File: src/shared/spi_rx_status_pkg.sv
package spi_rx_status_pkg;

  // register byte offsets on the apb window
  localparam logic [11:0] status_off = 12'h000;
  localparam logic [11:0] config_off = 12'h010;
  localparam logic [11:0] irq_status_off = 12'h020;
  localparam logic [11:0] irq_clear_off = 12'h024;
  localparam logic [11:0] irq_enable_off = 12'h028;

  // serial_status_word field positions
  localparam int level_lsb = 8;
  localparam int level_msb = 10;
  localparam int ovf_bit = 7;
  localparam int tx_bit = 5;
  localparam int rx_bit = 3;

  // serial_config_word field positions
  localparam int flush_bit = 8;
  localparam int dir_bit = 6;

  // event index inside the flag vectors
  localparam int flag_count = 3;
  localparam int ev_ovf = 0;
  localparam int ev_rx = 1;
  localparam int ev_tx = 2;

  localparam logic [2:0] fifo_full_level = 3'h4;
  localparam logic [2:0] flags_reset = 3'h0;
  localparam logic [31:0] rdata_reset = 32'h0000_0000;

endpackage

File: src/shared/flag_event_if.sv
`timescale 1ns/1ps
`default_nettype none

interface flag_event_if;
  logic [spi_rx_status_pkg::flag_count-1:0] set;
  logic [spi_rx_status_pkg::flag_count-1:0] clr;
  logic [spi_rx_status_pkg::flag_count-1:0] flags;
  modport owner(output set, output clr, input flags);
  modport keeper(input set, input clr, output flags);
endinterface

`default_nettype wire

File: src/verilog/event_capture.sv
`timescale 1ns/1ps
`default_nettype none

module event_capture (
  input wire logic pclk,
  input wire logic presetn,
  flag_event_if.keeper ev
);

  typedef struct packed {
    logic [spi_rx_status_pkg::flag_count-1:0] flags;
  } cap_state_type;

  cap_state_type state_reg;
  cap_state_type state_next;

  // set wins over a clear in the same cycle
  always_comb begin
    state_next = state_reg;
    state_next.flags = (state_reg.flags & ~ev.clr) | ev.set;
  end

  always_ff @(posedge pclk or negedge presetn) begin
    if (!presetn) begin
      state_reg.flags <= spi_rx_status_pkg::flags_reset;
    end else begin
      state_reg <= state_next;
    end
  end

  assign ev.flags = state_reg.flags;
endmodule

`default_nettype wire

File: src/verilog/spi_rx_status_flags.sv
// How it works
// - four bytes held reads level 100
// - push into full fifo sets overflow bit7
// - overflow interrupts unless receive flush set
// - rx flag bit3 when count reached, direction clear
// - status read clears overflow and rx flags
// - level field at bits 10:8, 000 empty
// - tx flag when direction set, read clears
//
// Added by the designer: the placing of the registers and register access over APB.
`timescale 1ns/1ps
`default_nettype none

module spi_rx_status_flags (
  input wire logic pclk,
  input wire logic presetn,
  input wire logic psel,
  input wire logic penable,
  input wire logic pwrite,
  input wire logic [11:0] paddr,
  input wire logic [31:0] pwdata,
  output logic [31:0] prdata,
  output logic pready,
  output logic pslverr,
  input wire logic [2:0] receive_fifo_level,
  input wire logic rx_push,
  input wire logic rx_count_done,
  input wire logic tx_count_done,
  output logic receive_flush_ctl,
  output logic irq_direction_select,
  output logic irq
);

  typedef struct packed {
    logic [31:0] rdata;
    logic flush;
    logic dir;
    logic [spi_rx_status_pkg::flag_count-1:0] irq_en;
  } top_state_type;

  top_state_type state_reg;
  top_state_type state_next;

  flag_event_if stat_ev();
  flag_event_if irq_ev();

  event_capture u_stat (
    .pclk(pclk),
    .presetn(presetn),
    .ev(stat_ev.keeper)
  );

  event_capture u_irq (
    .pclk(pclk),
    .presetn(presetn),
    .ev(irq_ev.keeper)
  );

  logic setup_phase;
  logic access_phase;
  logic status_read;
  logic mapped;
  logic [2:0] events;
  logic [15:0] status_word;

  assign setup_phase = psel && !penable;
  assign access_phase = psel && penable;
  assign mapped = (paddr == spi_rx_status_pkg::status_off)
    || (paddr == spi_rx_status_pkg::config_off)
    || (paddr == spi_rx_status_pkg::irq_status_off)
    || (paddr == spi_rx_status_pkg::irq_clear_off)
    || (paddr == spi_rx_status_pkg::irq_enable_off);
  assign status_read = access_phase && !pwrite
    && (paddr == spi_rx_status_pkg::status_off);

  assign pready = 1'b1;
  assign pslverr = access_phase && !mapped;

  // hardware events on the fifo side
  always_comb begin
    events = 3'h0;
    events[spi_rx_status_pkg::ev_ovf] = rx_push
      && (receive_fifo_level == spi_rx_status_pkg::fifo_full_level);
    events[spi_rx_status_pkg::ev_rx] = rx_count_done && !state_reg.dir;
    events[spi_rx_status_pkg::ev_tx] = tx_count_done && state_reg.dir;
  end

  // live view of the status word, reserved bits zero
  always_comb begin
    status_word = 16'h0000;
    status_word[spi_rx_status_pkg::level_msb:spi_rx_status_pkg::level_lsb] =
      receive_fifo_level;
    status_word[spi_rx_status_pkg::ovf_bit] =
      stat_ev.flags[spi_rx_status_pkg::ev_ovf];
    status_word[spi_rx_status_pkg::rx_bit] =
      stat_ev.flags[spi_rx_status_pkg::ev_rx];
    status_word[spi_rx_status_pkg::tx_bit] =
      stat_ev.flags[spi_rx_status_pkg::ev_tx];
  end

  assign stat_ev.set = events;
  // only flags already returned in prdata are cleared by the read
  assign stat_ev.clr = status_read ? {
    state_reg.rdata[spi_rx_status_pkg::tx_bit],
    state_reg.rdata[spi_rx_status_pkg::rx_bit],
    state_reg.rdata[spi_rx_status_pkg::ovf_bit]} : 3'h0;

  // overflow reaches the interrupt only with flushing off
  always_comb begin
    irq_ev.set = events;
    irq_ev.set[spi_rx_status_pkg::ev_ovf] =
      events[spi_rx_status_pkg::ev_ovf] && !state_reg.flush;
    irq_ev.clr = 3'h0;
    if (access_phase && pwrite
        && (paddr == spi_rx_status_pkg::irq_clear_off)) begin
      irq_ev.clr = pwdata[2:0];
    end
  end

  assign irq = |(irq_ev.flags & state_reg.irq_en);

  always_comb begin
    state_next = state_reg;
    if (setup_phase && !pwrite) begin
      if (paddr == spi_rx_status_pkg::status_off) begin
        state_next.rdata = {16'h0000, status_word};
      end else if (paddr == spi_rx_status_pkg::config_off) begin
        state_next.rdata = 32'h0000_0000;
        state_next.rdata[spi_rx_status_pkg::flush_bit] = state_reg.flush;
        state_next.rdata[spi_rx_status_pkg::dir_bit] = state_reg.dir;
      end else if (paddr == spi_rx_status_pkg::irq_status_off) begin
        state_next.rdata = {29'h0000_0000, irq_ev.flags};
      end else if (paddr == spi_rx_status_pkg::irq_enable_off) begin
        state_next.rdata = {29'h0000_0000, state_reg.irq_en};
      end else begin
        state_next.rdata = 32'h0000_0000;
      end
    end
    if (access_phase && pwrite) begin
      if (paddr == spi_rx_status_pkg::config_off) begin
        state_next.flush = pwdata[spi_rx_status_pkg::flush_bit];
        state_next.dir = pwdata[spi_rx_status_pkg::dir_bit];
      end else if (paddr == spi_rx_status_pkg::irq_enable_off) begin
        state_next.irq_en = pwdata[2:0];
      end
    end
  end

  always_ff @(posedge pclk or negedge presetn) begin
    if (!presetn) begin
      state_reg.rdata <= spi_rx_status_pkg::rdata_reset;
      state_reg.flush <= 1'b0;
      state_reg.dir <= 1'b0;
      state_reg.irq_en <= spi_rx_status_pkg::flags_reset;
    end else begin
      state_reg <= state_next;
    end
  end

  assign prdata = state_reg.rdata;
  assign receive_flush_ctl = state_reg.flush;
  assign irq_direction_select = state_reg.dir;
endmodule

`default_nettype wire

File: config.mk
export PLATFORM = sky130hd
export DESIGN_NAME = spi_rx_status_flags
export DESIGN_NICKNAME = d
export VERILOG_FILES = /design/src/shared/spi_rx_status_pkg.sv /design/src/shared/flag_event_if.sv /design/src/verilog/event_capture.sv /design/src/verilog/spi_rx_status_flags.sv
export SDC_FILE = /design/constraint.sdc
export NUM_CORES = 1
export LEC_CHECK = 0
export BUFFER_PORTS_ARGS = -buffer_cell sky130_fd_sc_hd__clkbuf_2
export CAP_MARGIN = 20
export CORE_MARGIN = 1
export CORE_UTILIZATION = 43
export DETAILED_ROUTE_END_ITERATION = 8
export GPL_ROUTABILITY_DRIVEN = 0
export PLACE_DENSITY = 0.83
export SYNTH_ARGS = -nofsm -noshare
export SYNTH_HDL_FRONTEND = slang
export SYNTH_SLANG_ARGS = --single-unit
File: constraint.sdc
create_clock -name pclk -period 4 [get_ports pclk]
set_input_delay 0.6 -clock pclk [delete_from_list [all_inputs] [get_ports pclk]]
set_output_delay 0.6 -clock pclk [all_outputs]
set_load 0.02 [all_outputs]
# Yosys cells after proc, flatten, opt, wreduce, memory -nomap -nowiden
# Index checks and enable logic that the tools add are counted.
# word_totals
inputBits,55
mem_bits_ro,0
n_memories,0
latchBits,0
register_bits,43
mem_bits_rw,0
wordCells,50
# op_classes
eq_ne,5
n_mul,0
bitwise_logic,8
div,0
muxes,6
n_shift,0
magnitude_cmp,0
add_sub_neg,0
reduce_logical,25
# op_table
operator,count
"== test 12 x 6 -> 1 bit, second input constant",3
"== test 12 x 5 -> 1 bit, second input constant",1
logical AND 1 bit,12
zero test 12 bit,1
2-to-1 mux 3 bit,4
2-to-1 mux 11 bit,1
AND 3 bit,3
2-to-1 mux 9 bit,1
NOT 3 bit,2
bitwise OR 3 bit,2
zero test 1 bit,5
logical OR 1 bit,4
"== test 3 bit, second input constant",1
AND reduction 3 bit,1
OR reduction 3 bit,1
AND reduction 2 bit,1
NOT 1 bit,1

# Longest topological paths before layout
# Gate-level depths: netlist of run 1.
# depth
word_depth,7
depth_mapped,4
ltp_nobuf,3

# Modules after synthesis
# A second synthesis of run 1 with hierarchy kept.
# hier_totals
cells_unflattened,141
hier_area_um2,1347.5
# by_module_without_submodules
module,instances,area_per_inst_um2,cells_each,seq_area_each_um2
spi_rx_status_flags,1,1129.8,123,375.4
event_capture,2,108.9,9,75.1

# Least setup slack after synthesis of run 1
# OpenSTA, ideal clock, no wires.
# synth_path
kind,in2out
from,in paddr[11]
to,out pslverr
t_arrival_ns,1.688
path_stages,3
slack_ns,1.712
cell_sequence,or4_1 -> buf_2 -> o311a_1
# synth_via
elab_chain_len,7
word_cells_on_any_way,11
cone_classes,eq/ne: 4; reduce/logical: 7
# synth_lines
element,line_no,text
"start, declared",spi_rx_status_flags.sv:20,"input wire logic [11:0] paddr,"
== test 12 x 5 -> 1 bit / zero test 12 bit (equally long branches),"spi_rx_status_flags.sv:69, spi_rx_status_flags.sv:68",
logical OR 1 bit,spi_rx_status_flags.sv:69,|| (paddr == spi_rx_status_pkg::config_off)
logical OR 1 bit,spi_rx_status_flags.sv:70,|| (paddr == spi_rx_status_pkg::irq_status_off)
logical OR 1 bit,spi_rx_status_flags.sv:71,|| (paddr == spi_rx_status_pkg::irq_clear_off)
logical OR 1 bit (*),spi_rx_status_flags.sv:72,|| (paddr == spi_rx_status_pkg::irq_enable_off);
zero test 1 bit (*),spi_rx_status_flags.sv:77,assign pslverr = access_phase && !mapped;
logical AND 1 bit (*),spi_rx_status_flags.sv:77,
"end, declared",spi_rx_status_flags.sv:24,"output logic pslverr,"
# Every way passes the cells marked *; elsewhere a longest branch is shown, timed or not.

# Final worst setup path of run 1
# Ends and elaborated chain as after synthesis.

==> results of run 1 <==
==> power by group through the flow <==
| stage | clock network, mW | logic [mW] | registers [mW] |
|---|---|---|---|
| 2_1_floorplan | 0 | 0.0524 | 0.218 |
| 3_3_place_gp | 0 | 0.0547 | 0.218 |
| 3_5_place_dp | 0 | 0.0563 | 0.218 |
| 4_1_cts | 0.106 | 0.0564 | 0.214 |
| 5_1_grt | 0.113 | 0.0621 | 0.214 |
| 6_report | 0.104 | 0.0568 | 0.214 |
==> cell type report <==
class | count | area [um^2]
sequential | 21 | 526
inverter | 2 | 7.51
clock buffer | 3 | 22.5
timing repair buffer | 41 | 205
tap | 31 | 38.8
clock inverter | 1 | 5.00
fill | 265 | 1430
multi-input combinational | 86 | 574
==> stage by stage <==
stage / setup WS, ns / utilization, % / hold WS [ns] / instance area (um^2) / cells
finish: 1.47 / 49.2 / 0.233 / 1380 / 185
global route: 1.42 / 49.2 / 0.270 / 1380 / 185
CTS: 1.48 / 49.2 / 0.247 / 1380 / 185
detailed placement: 1.48 / 48.2 / 0.478 / 1350 / 181
global placement: 1.49 / 48.2 / 0.468 / 1350 / 181
floorplan: 1.71 / - / 0.304 / 1380 / 147
==> placed cells by master (no fill, tap or decap), drive strengths merged, types with 2 or more instances in the layout <==
cell     n
clkbuf  44
conb    23
dfrtp   21
nor2     6
a31oi    6
nand2    5
a32o     5
mux2     5
mux2i    4
nor4     4
a21oi    3
o21ai    3
or4      3
nand3    2
or4bb    2
nand2b   2
inv      2
a22o     2
or3b     2
==> routing by layer <==
metal | track usage [%] | vias to the layer above | share of wire, %
met5 | 0 | - | 0
met4 | 8.36 | 0 | 1.8
met3 | 3.40 | 4 | 6.3
met2 | 28.1 | 41 | 54
met1 | 15.9 | 465 | 38
li1 | - | 457 | -
==> cells by family after synthesis <==
kind of cell           synth area share (%)
AOI/OAI and AO/OA                      13.1
and+or+nand+nor                        16.9
DFF                                    40.3
muxes                                  7.39
buffers and inverters                  21.7
other                                 0.576
==> critical path, delay by kind of cell <==
kind	cells	cell delay [ns]
compound gates	1	0.39
simple gates	1	0.71
buf+inv	2	0.22
==> synthesized netlist by cell type (2+ instances only) <==
cell / number / area share, %
mux2i_1: 4 / 3.1
mux2_2: 4 / 3.5
inv_1: 2 / 0.58
a21oi_1: 3 / 1.2
nand3_1: 2 / 0.77
buf_4: 33 / 19
nor4_1: 2 / 0.96
or4bb_1: 2 / 1.7
dfrtp_1: 21 / 40
clkbuf_1: 3 / 0.86
nor2_1: 6 / 1.7
conb_1: 2 / 0.58
nand2b_1: 2 / 0.96
a22o_1: 2 / 1.3
or4_4: 2 / 1.7
a31oi_1: 6 / 2.9
a32o_1: 5 / 3.8
o21ai_1: 3 / 1.2
nand2_1: 5 / 1.4
==> final timing paths <==
path / startpoint / end / slack, ns / cells after the start
worst max register to register: irq_direction_select / u_irq.ev.flags[1] / 3.00 / 2
max in group asynchronous: presetn / irq_direction_select / 3.41 / 1
worst min register to register: prdata[2] / prdata[2] / 0.51 / 2
worst max-delay path: paddr[11] / pslverr / 1.47 / 4
worst min-delay path: presetn / prdata[0] / 0.23 / 1
min in group pclk: pwdata[2] / u_irq.ev.flags[2] / 0.48 / 2
==> results.toml, run 1 <==
[outcome]
run_status = "finished, violations left"
violations = "design-rule violations"

[place]
port_buffers = 41
dpl.hpwl_um = 2010

[sta]
rsz0062_at_grt = "no"
drv_slew = 0
tightest_slew_ns = 0.630
fmaxAchievable_ghz = 0.396
finalSetupTns_ns = 0
fin_crit_ns = 2.53
setup_violations = 0
min_period_over_period_pct = 63.1
timing.slew.headroom_pct = 57.6
hold_violations = 0
fin_skew_ns = 0.0112

[power]
p_sw_mw = 0.108
p_int_mw = 0.267
clkPwrFrac_pct = 27.8
seq_power_share_pct = 57.1
powerDensity_nw_per_um2 = 272
p_leak_nw = 0.710
sw_frac_of_total_pct = 28.8
max-vdd-ir-drop_mv = 0.101
combPwrFrac_pct = 15.2
p_total_mw = 0.375

[detailed_routing]
routedWlPerCell_um = 13.4
antenna_left = 0
drc = 10
drt_wl_total_um = 2470
drtIter0Drc = 53
drtPass1Iterations = 6
viasPerCell = 5.23
vias = 967

[clock_network]
clk_pin_slew_ns = 0.12
cts_sinks = 21
root_buffer = "clkbuf_4"
cts_hold_buf = 0
cts_tree = "yes"
htree_levels = 1
clockBufferDepth = 2
clk_latency_ns = 0.31
cts_resized = 0
cts_setup_buffers = 0
cts_buffers = 3

[global_routing]
first_global_vias = 915
antenna_found_initial = 0
gr-usage-all-layers_pct = 15.2
grt_start_max_net_pins = 22
grt_pass1_wl_um = 3840
grt_overflow_total = 0

[floorplan]
die_h_um = 57.1
io_pins = 92
initial_core_util_pct = 46.5
dieArea_um2 = 3260
die_x_um = 57.1
rows = 19
coreArea_um2 = 2810

[synth]
netlist_area_um2 = 1300
post_synth_num_cell_types = 36
yosysWarnings = 0
ys_seq_area_share_pct = 40.3
synthArstFlopShare_pct = 100
synthCells = 126
synth-seq-cells = 21
syn_avg_cell_area_um2 = 10.3
dominantRegCellSynth = "dfrtp_1"
synth_edf_count = 0

[worst_setup_path]
timing.critical_path.required_ns = 3.40
path_max_fanout = 7
path_cells = "clkbuf_2 -> or4_1 -> o311a_1 -> clkbuf_2"
startpoint_type = "input port"
crit_top_cell = "clkbuf_2"
end_kind = "output port"
cp_slowest_stage_delay_ns = 0.71
worst_path_max_delay_cell = "or4_1"
critPathKind = "input port to output port"
arrival_ns = 1.93

[final_layout]
syn_to_final_growth_pct = 5.76
largest_reg_flops = 10
diodes = 0
fin_nets = 210
layout-drive-gt1-share_pct = 35.7

[worst_hold_path]
hold_class = "input port to async pin"

[flow_run]
max-cap-violations = 0
(Power assumes the default switching activity.)
==> run 2, diff against run 1 <==
--- a/config.mk
+++ b/config.mk
@@ -5,13 +5,14 @@
 export SDC_FILE = /design/constraint.sdc
 export NUM_CORES = 1
 export LEC_CHECK = 0
+export ABC_AREA = 1
 export BUFFER_PORTS_ARGS = -buffer_cell sky130_fd_sc_hd__clkbuf_2
 export CAP_MARGIN = 20
 export CORE_MARGIN = 1
 export CORE_UTILIZATION = 43
 export DETAILED_ROUTE_END_ITERATION = 8
 export GPL_ROUTABILITY_DRIVEN = 0
-export PLACE_DENSITY = 0.83
+export PLACE_DENSITY = 0.81
 export SYNTH_ARGS = -nofsm -noshare
 export SYNTH_HDL_FRONTEND = slang
 export SYNTH_SLANG_ARGS = --single-unit
==> constraint.sdc (replaced) <==
create_clock -name pclk -period 2.5 [get_ports pclk]
set_input_delay 0.375 -clock pclk [delete_from_list [all_inputs] [get_ports pclk]]
set_output_delay 0.375 -clock pclk [all_outputs]
set_load 0.02 [all_outputs]
==> results.toml, run 2 <==
[detailed_routing]
drtPass1Iterations = 4
viasPerCell = 4.37
drt_wl_total_um = 2670
vias = 1176
routedWlPerCell_um = 9.91
drc = 0
antenna_left = 0
drtIter0Drc = 54

[synth]
yosys-top-cells-count = "nand2_1, buf_4, dfrtp_1"
post_synth_num_cell_types = 24
netlist.area_leader.share_pct = 36.1
synth-seq-cells = 21
netlist_area_um2 = 1460
ys_seq_area_share_pct = 36.1
dominantRegCellSynth = "dfrtp_1"
synth_edf_count = 0
yosysTopAreaCell = "dfrtp_1"
synth.most_common_cell = "nand2_1"
synthCells = 192
synthArstFlopShare_pct = 100
syn_avg_cell_area_um2 = 7.59
synth_area_leaders = "dfrtp_1, nand2_1, buf_4, nand3_1, nand4_1"
yosysWarnings = 0

[final_layout]
syn_to_final_growth_pct = 7.82
layout-drive-gt1-share_pct = 31.6
final_cell_mix = "nand2_1, clkbuf_2, conb_1, dfrtp_1, nand3_1"
final_common_cell = "nand2_1"
fin_nets = 281
diodes = 0
largest_reg_flops = 10

[global_routing]
gr-usage-all-layers_pct = 17.0
grt_overflow_total = 0
grt_start_max_net_pins = 22
first_global_vias = 1119
antenna_found_initial = 0
grt_pass1_wl_um = 4640

[sta]
min_period_over_period_pct = 70.4
rsz0062_at_grt = "no"
drv_slew = 0
tightest_slew_ns = 0.533
fmaxAchievable_ghz = 0.568
setup_violations = 0
fin_crit_ns = 1.76
timing.slew.headroom_pct = 64.4
hold_violations = 0
finalSetupTns_ns = 0
fin_skew_ns = 0.00330

[clock_network]
cts_sinks = 21
clockBufferDepth = 2
clk_pin_slew_ns = 0.11
cts_hold_buf = 0
root_buffer = "clkbuf_4"
cts_buffers = 3
cts_resized = 0
cts_setup_buffers = 0
clk_latency_ns = 0.31
htree_levels = 1
cts_tree = "yes"

[power]
p_leak_nw = 0.907
powerDensity_nw_per_um2 = 386
max-vdd-ir-drop_mv = 0.234
p_total_mw = 0.606

[worst_hold_path]
hold_class = "input port to async pin"

[worst_setup_path]
end_kind = "output port"
timing.critical_path.required_ns = 2.12
critPathKind = "input port to output port"
critPathLaunch = "paddr[1]"
startpoint_type = "input port"
path_max_fanout = 6
r2r_start = "receive_flush_ctl"
arrival_ns = 1.38

[outcome]
run_status = "complete, no violations"

[flow_run]
max-cap-violations = 0

[place]
port_buffers = 41
dpl.hpwl_um = 2150

[floorplan]
coreArea_um2 = 3130
die_x_um = 60.2
dieArea_um2 = 3620
die_h_um = 60.2
io_pins = 92
rows = 20
initial_core_util_pct = 46.6
-- run 2: cell types whose count changed in the layout (fill, tap and decap cells not counted), moves of 3 or more --
| cell | change |
|---|---|
| mux2_2 | -4 |
| a31oi_1 | -6 |
| mux2i_1 | -4 |
| nand3_1 | +8 |
| nand4_1 | +6 |
| nor2_2 | +7 |
| inv_2 | +3 |
| nand2_1 | +64 |
| a32o_1 | -5 |
| nor2_4 | +3 |
| nand2_2 | +4 |
| a21oi_1 | -3 |
| inv_1 | +7 |
-- run 2: area by class of cell --
cell class	count	area, um^2
clock buffers	4	26.3
fillers	315	1560
inverters	13	51.3
multi-input cells	145	699
flip-flops and latches	21	526
well taps	44	55.1
repair buffers	42	213
-- run 2: per-stage QoR --
stage | setup slack [ns] | util (%) | hold slack [ns] | area, um^2 | cells
final | 0.740 | 50.2 | 0.0250 | 1570 | 269
after floorplan | 1.03 | - | 0.0794 | 1540 | 213
after detailed placement | 0.738 | 49.4 | 0.375 | 1540 | 265
after CTS | 0.740 | 50.2 | 0.0333 | 1570 | 269
after global placement | 0.758 | 49.4 | 0.364 | 1540 | 265
after global routing | 0.650 | 50.2 | 0.0413 | 1570 | 269
-- run 2: metal layers --
metal / vias up / global-route usage (%) / part of all wire [%]
li1: 611 / - / -
met1: 521 / 21.1 / 48
met2: 40 / 28.9 / 45
met3: 4 / 4.76 / 5.5
met4: 0 / 3.99 / 0.97
met5: - / 0 / 0
-- run 2: cells by family (layout without fill, tap and decap cells) --
| kind of cell | count (synthesis) | after routing | share of synthesized area, % |
|---|---|---|---|
| flip-flops | 21 | 21 | 36.1 |
| other | 2 | 23 | 0.516 |
| buffers and inverters | 47 | 59 | 21.3 |
| AND/OR/NAND/NOR | 117 | 117 | 39.9 |
| AO/OA/AOI/OAI | 5 | 5 | 2.23 |
-- run 2: worst paths after layout --
check                                        to  slack (ns)  cells after the start
setup / recovery                        pslverr        0.74                      8
hold / removal                     state_reg[0]        0.03                      1
setup reg to reg              u_irq.ev.flags[0]        1.64                      2
hold reg to reg                       prdata[2]        0.49                      2
max in group asynchronous             prdata[7]        2.12                      1
min in group pclk          irq_direction_select        0.27                      3
-- run 2: power by group --
group,switching [mW],internal (mW)
registers,0.00169,0.342
clock network,0.101,0.0623
logic,0.0735,0.0261
total,0.176,0.430
-- run 2: worst max-delay path: stages --
cell and delay, ns:
clkbuf_2 0.09, nor2_2 0.15, nand2_2 0.13, nor2_4 0.21
nand2_4 0.11, nand3b_1 0.11, nor2_1 0.05, clkbuf_2 0.15
==> run 3, diff against run 2 <==
==> constraint.sdc (replaced) <==
create_clock -name pclk -period 1.8 [get_ports pclk]
set_input_delay 0.27 -clock pclk [delete_from_list [all_inputs] [get_ports pclk]]
set_output_delay 0.27 -clock pclk [all_outputs]
set_load 0.02 [all_outputs]
==> results.toml, run 3 (same netlist as run 2, synthesis figures left out) <==
[worst_setup_path]
path_max_fanout = 6
cp_slowest_stage_delay_ns = 0.21
worst_path_max_delay_cell = "nor2_4"
end_kind = "output port"
cp.depth = 8
critPathKind = "input port to output port"
timing.critical_path.required_ns = 1.53
critPathLaunch = "paddr[1]"
r2r.worst_path.cells = 2
startpoint_type = "input port"
path_cells = "clkbuf_2 -> nor2_2 -> nand2_2 -> nor2_4 -> nand2_4 -> nand3b_1 -> nor2_1 -> clkbuf_2"
cp_top_family = "simple AND/OR/NAND/NOR gates"
ff2ff_setup_slack_ns = 0.96
rr_endpoint = "u_irq.ev.flags[0]"
crit_top_cell = "clkbuf_2"
setup.worst_path.end = "pslverr"
arrival_ns = 1.27
path_buf_inv = 2
r2r_start = "receive_flush_ctl"

[floorplan]
die_x_um = 60.2
dieArea_um2 = 3620
coreArea_um2 = 3130
io_pins = 92
rows = 20
die_h_um = 60.2
initial_core_util_pct = 46.6

[clock_network]
clk_latency_ns = 0.30
clk_pin_slew_ns = 0.11
cts_buffers = 3
clockBufferDepth = 2
root_buffer = "clkbuf_4"
htree_levels = 1
cts_setup_buffers = 0
cts_resized = 0
cts_hold_buf = 1
cts_tree = "yes"
cts_sinks = 21

[final_layout]
final_cell_mix = "nand2_1, clkbuf_2, conb_1, dfrtp_1, nand3_1"
final_common_cell = "nand2_1"
layoutNonFillerInstCount = 273
largest_reg_flops = 10
layout-drive-gt1-share_pct = 32.3
diodes = 0
fin_nets = 285
syn_to_final_growth_pct = 10.1
post-route-util_pct = 51.2

[place]
dpl.hpwl_um = 2220
port_buffers = 41
dp.cells = 268

[global_routing]
antenna_found_initial = 0
first_global_vias = 1158
grt_overflow_total = 0
gr-usage-all-layers_pct = 17.0
grt_pass1_wl_um = 4690
grt_start_max_net_pins = 22

[worst_hold_path]
min_path_cells = 3
hold_class = "input port to flop"

[flow_run]
max-cap-violations = 0

[sta]
min_period_over_period_pct = 85.6
drv_slew = 0
timing.slew.headroom_pct = 66.1
setup_violations = 0
rsz0062_at_grt = "no"
tightest_slew_ns = 0.509
hold_violations = 0
fin_skew_ns = 0.00445
fin_crit_ns = 1.54
finalSetupTns_ns = 0
fmaxAchievable_ghz = 0.649

[detailed_routing]
drtPass1Iterations = 4
antenna_left = 0
viasPerCell = 4.42
drc = 0
drt_wl_total_um = 2620
drtIter0Drc = 51
vias = 1208
routedWlPerCell_um = 9.60

[power]
max-vdd-ir-drop_mv = 0.371
powerDensity_nw_per_um2 = 526
p_leak_nw = 0.927

[outcome]
run_status = "complete, no violations"
==> run 3: worst min-delay path by stage <==
stage / startpoint / end
3_3_place_gp: presetn / prdata[0]
3_5_place_dp: presetn / prdata[2]
2_1_floorplan: presetn / irq_direction_select
4_1_cts: pwdata[6] / irq_direction_select
5_1_grt: pwdata[8] / receive_flush_ctl
6_report: pwdata[6] / irq_direction_select
==> run 3: report_power, final <==
part	leakage [nW]	switching (mW)	internal, mW	total, mW
logic	0.639	0.102	0.0400	0.142
registers	0.273	0.00228	0.475	0.477
clock network	0.0150	0.137	0.0864	0.223
total	0.927	0.241	0.601	0.843
==> run 3: area by class of cell <==
cell class / instances / area [um^2]
tap: 44 / 55.1
inverter: 13 / 51.3
fill: 335 / 1530
multi-input combinational: 145 / 699
clock buffer: 4 / 26.3
timing repair buffer: 46 / 245
sequential: 21 / 526
==> run 3: worst reg2reg max path, stage by stage (launching register included) <==
cell	delay (ns)
dfrtp_1	0.43
or2_2	0.30
nand2_1	0.07
==> run 3: stage by stage <==
step                      hold slack (ns)  power [mW]  instance area, um^2  setup WS, ns
after floorplan                   -0.0256       0.611                 1540         0.539
after global placement              0.261       0.626                 1570         0.267
after detailed placement            0.265       0.627                 1570         0.259
after CTS                           0.158       0.851                 1600         0.257
after global routing                0.157       0.895                 1600         0.179
final                               0.163       0.843                 1600         0.260
==> run 3: metal layers <==
| metal | up-vias | GRT usage [%] | wire length, um |
|---|---|---|---|
| met5 | - | 0 | 0 |
| met4 | 0 | 2.66 | 17 |
| met3 | 4 | 4.76 | 175 |
| met2 | 54 | 28.4 | 1260 |
| met1 | 530 | 22.1 | 1170 |
| li1 | 620 | - | - |
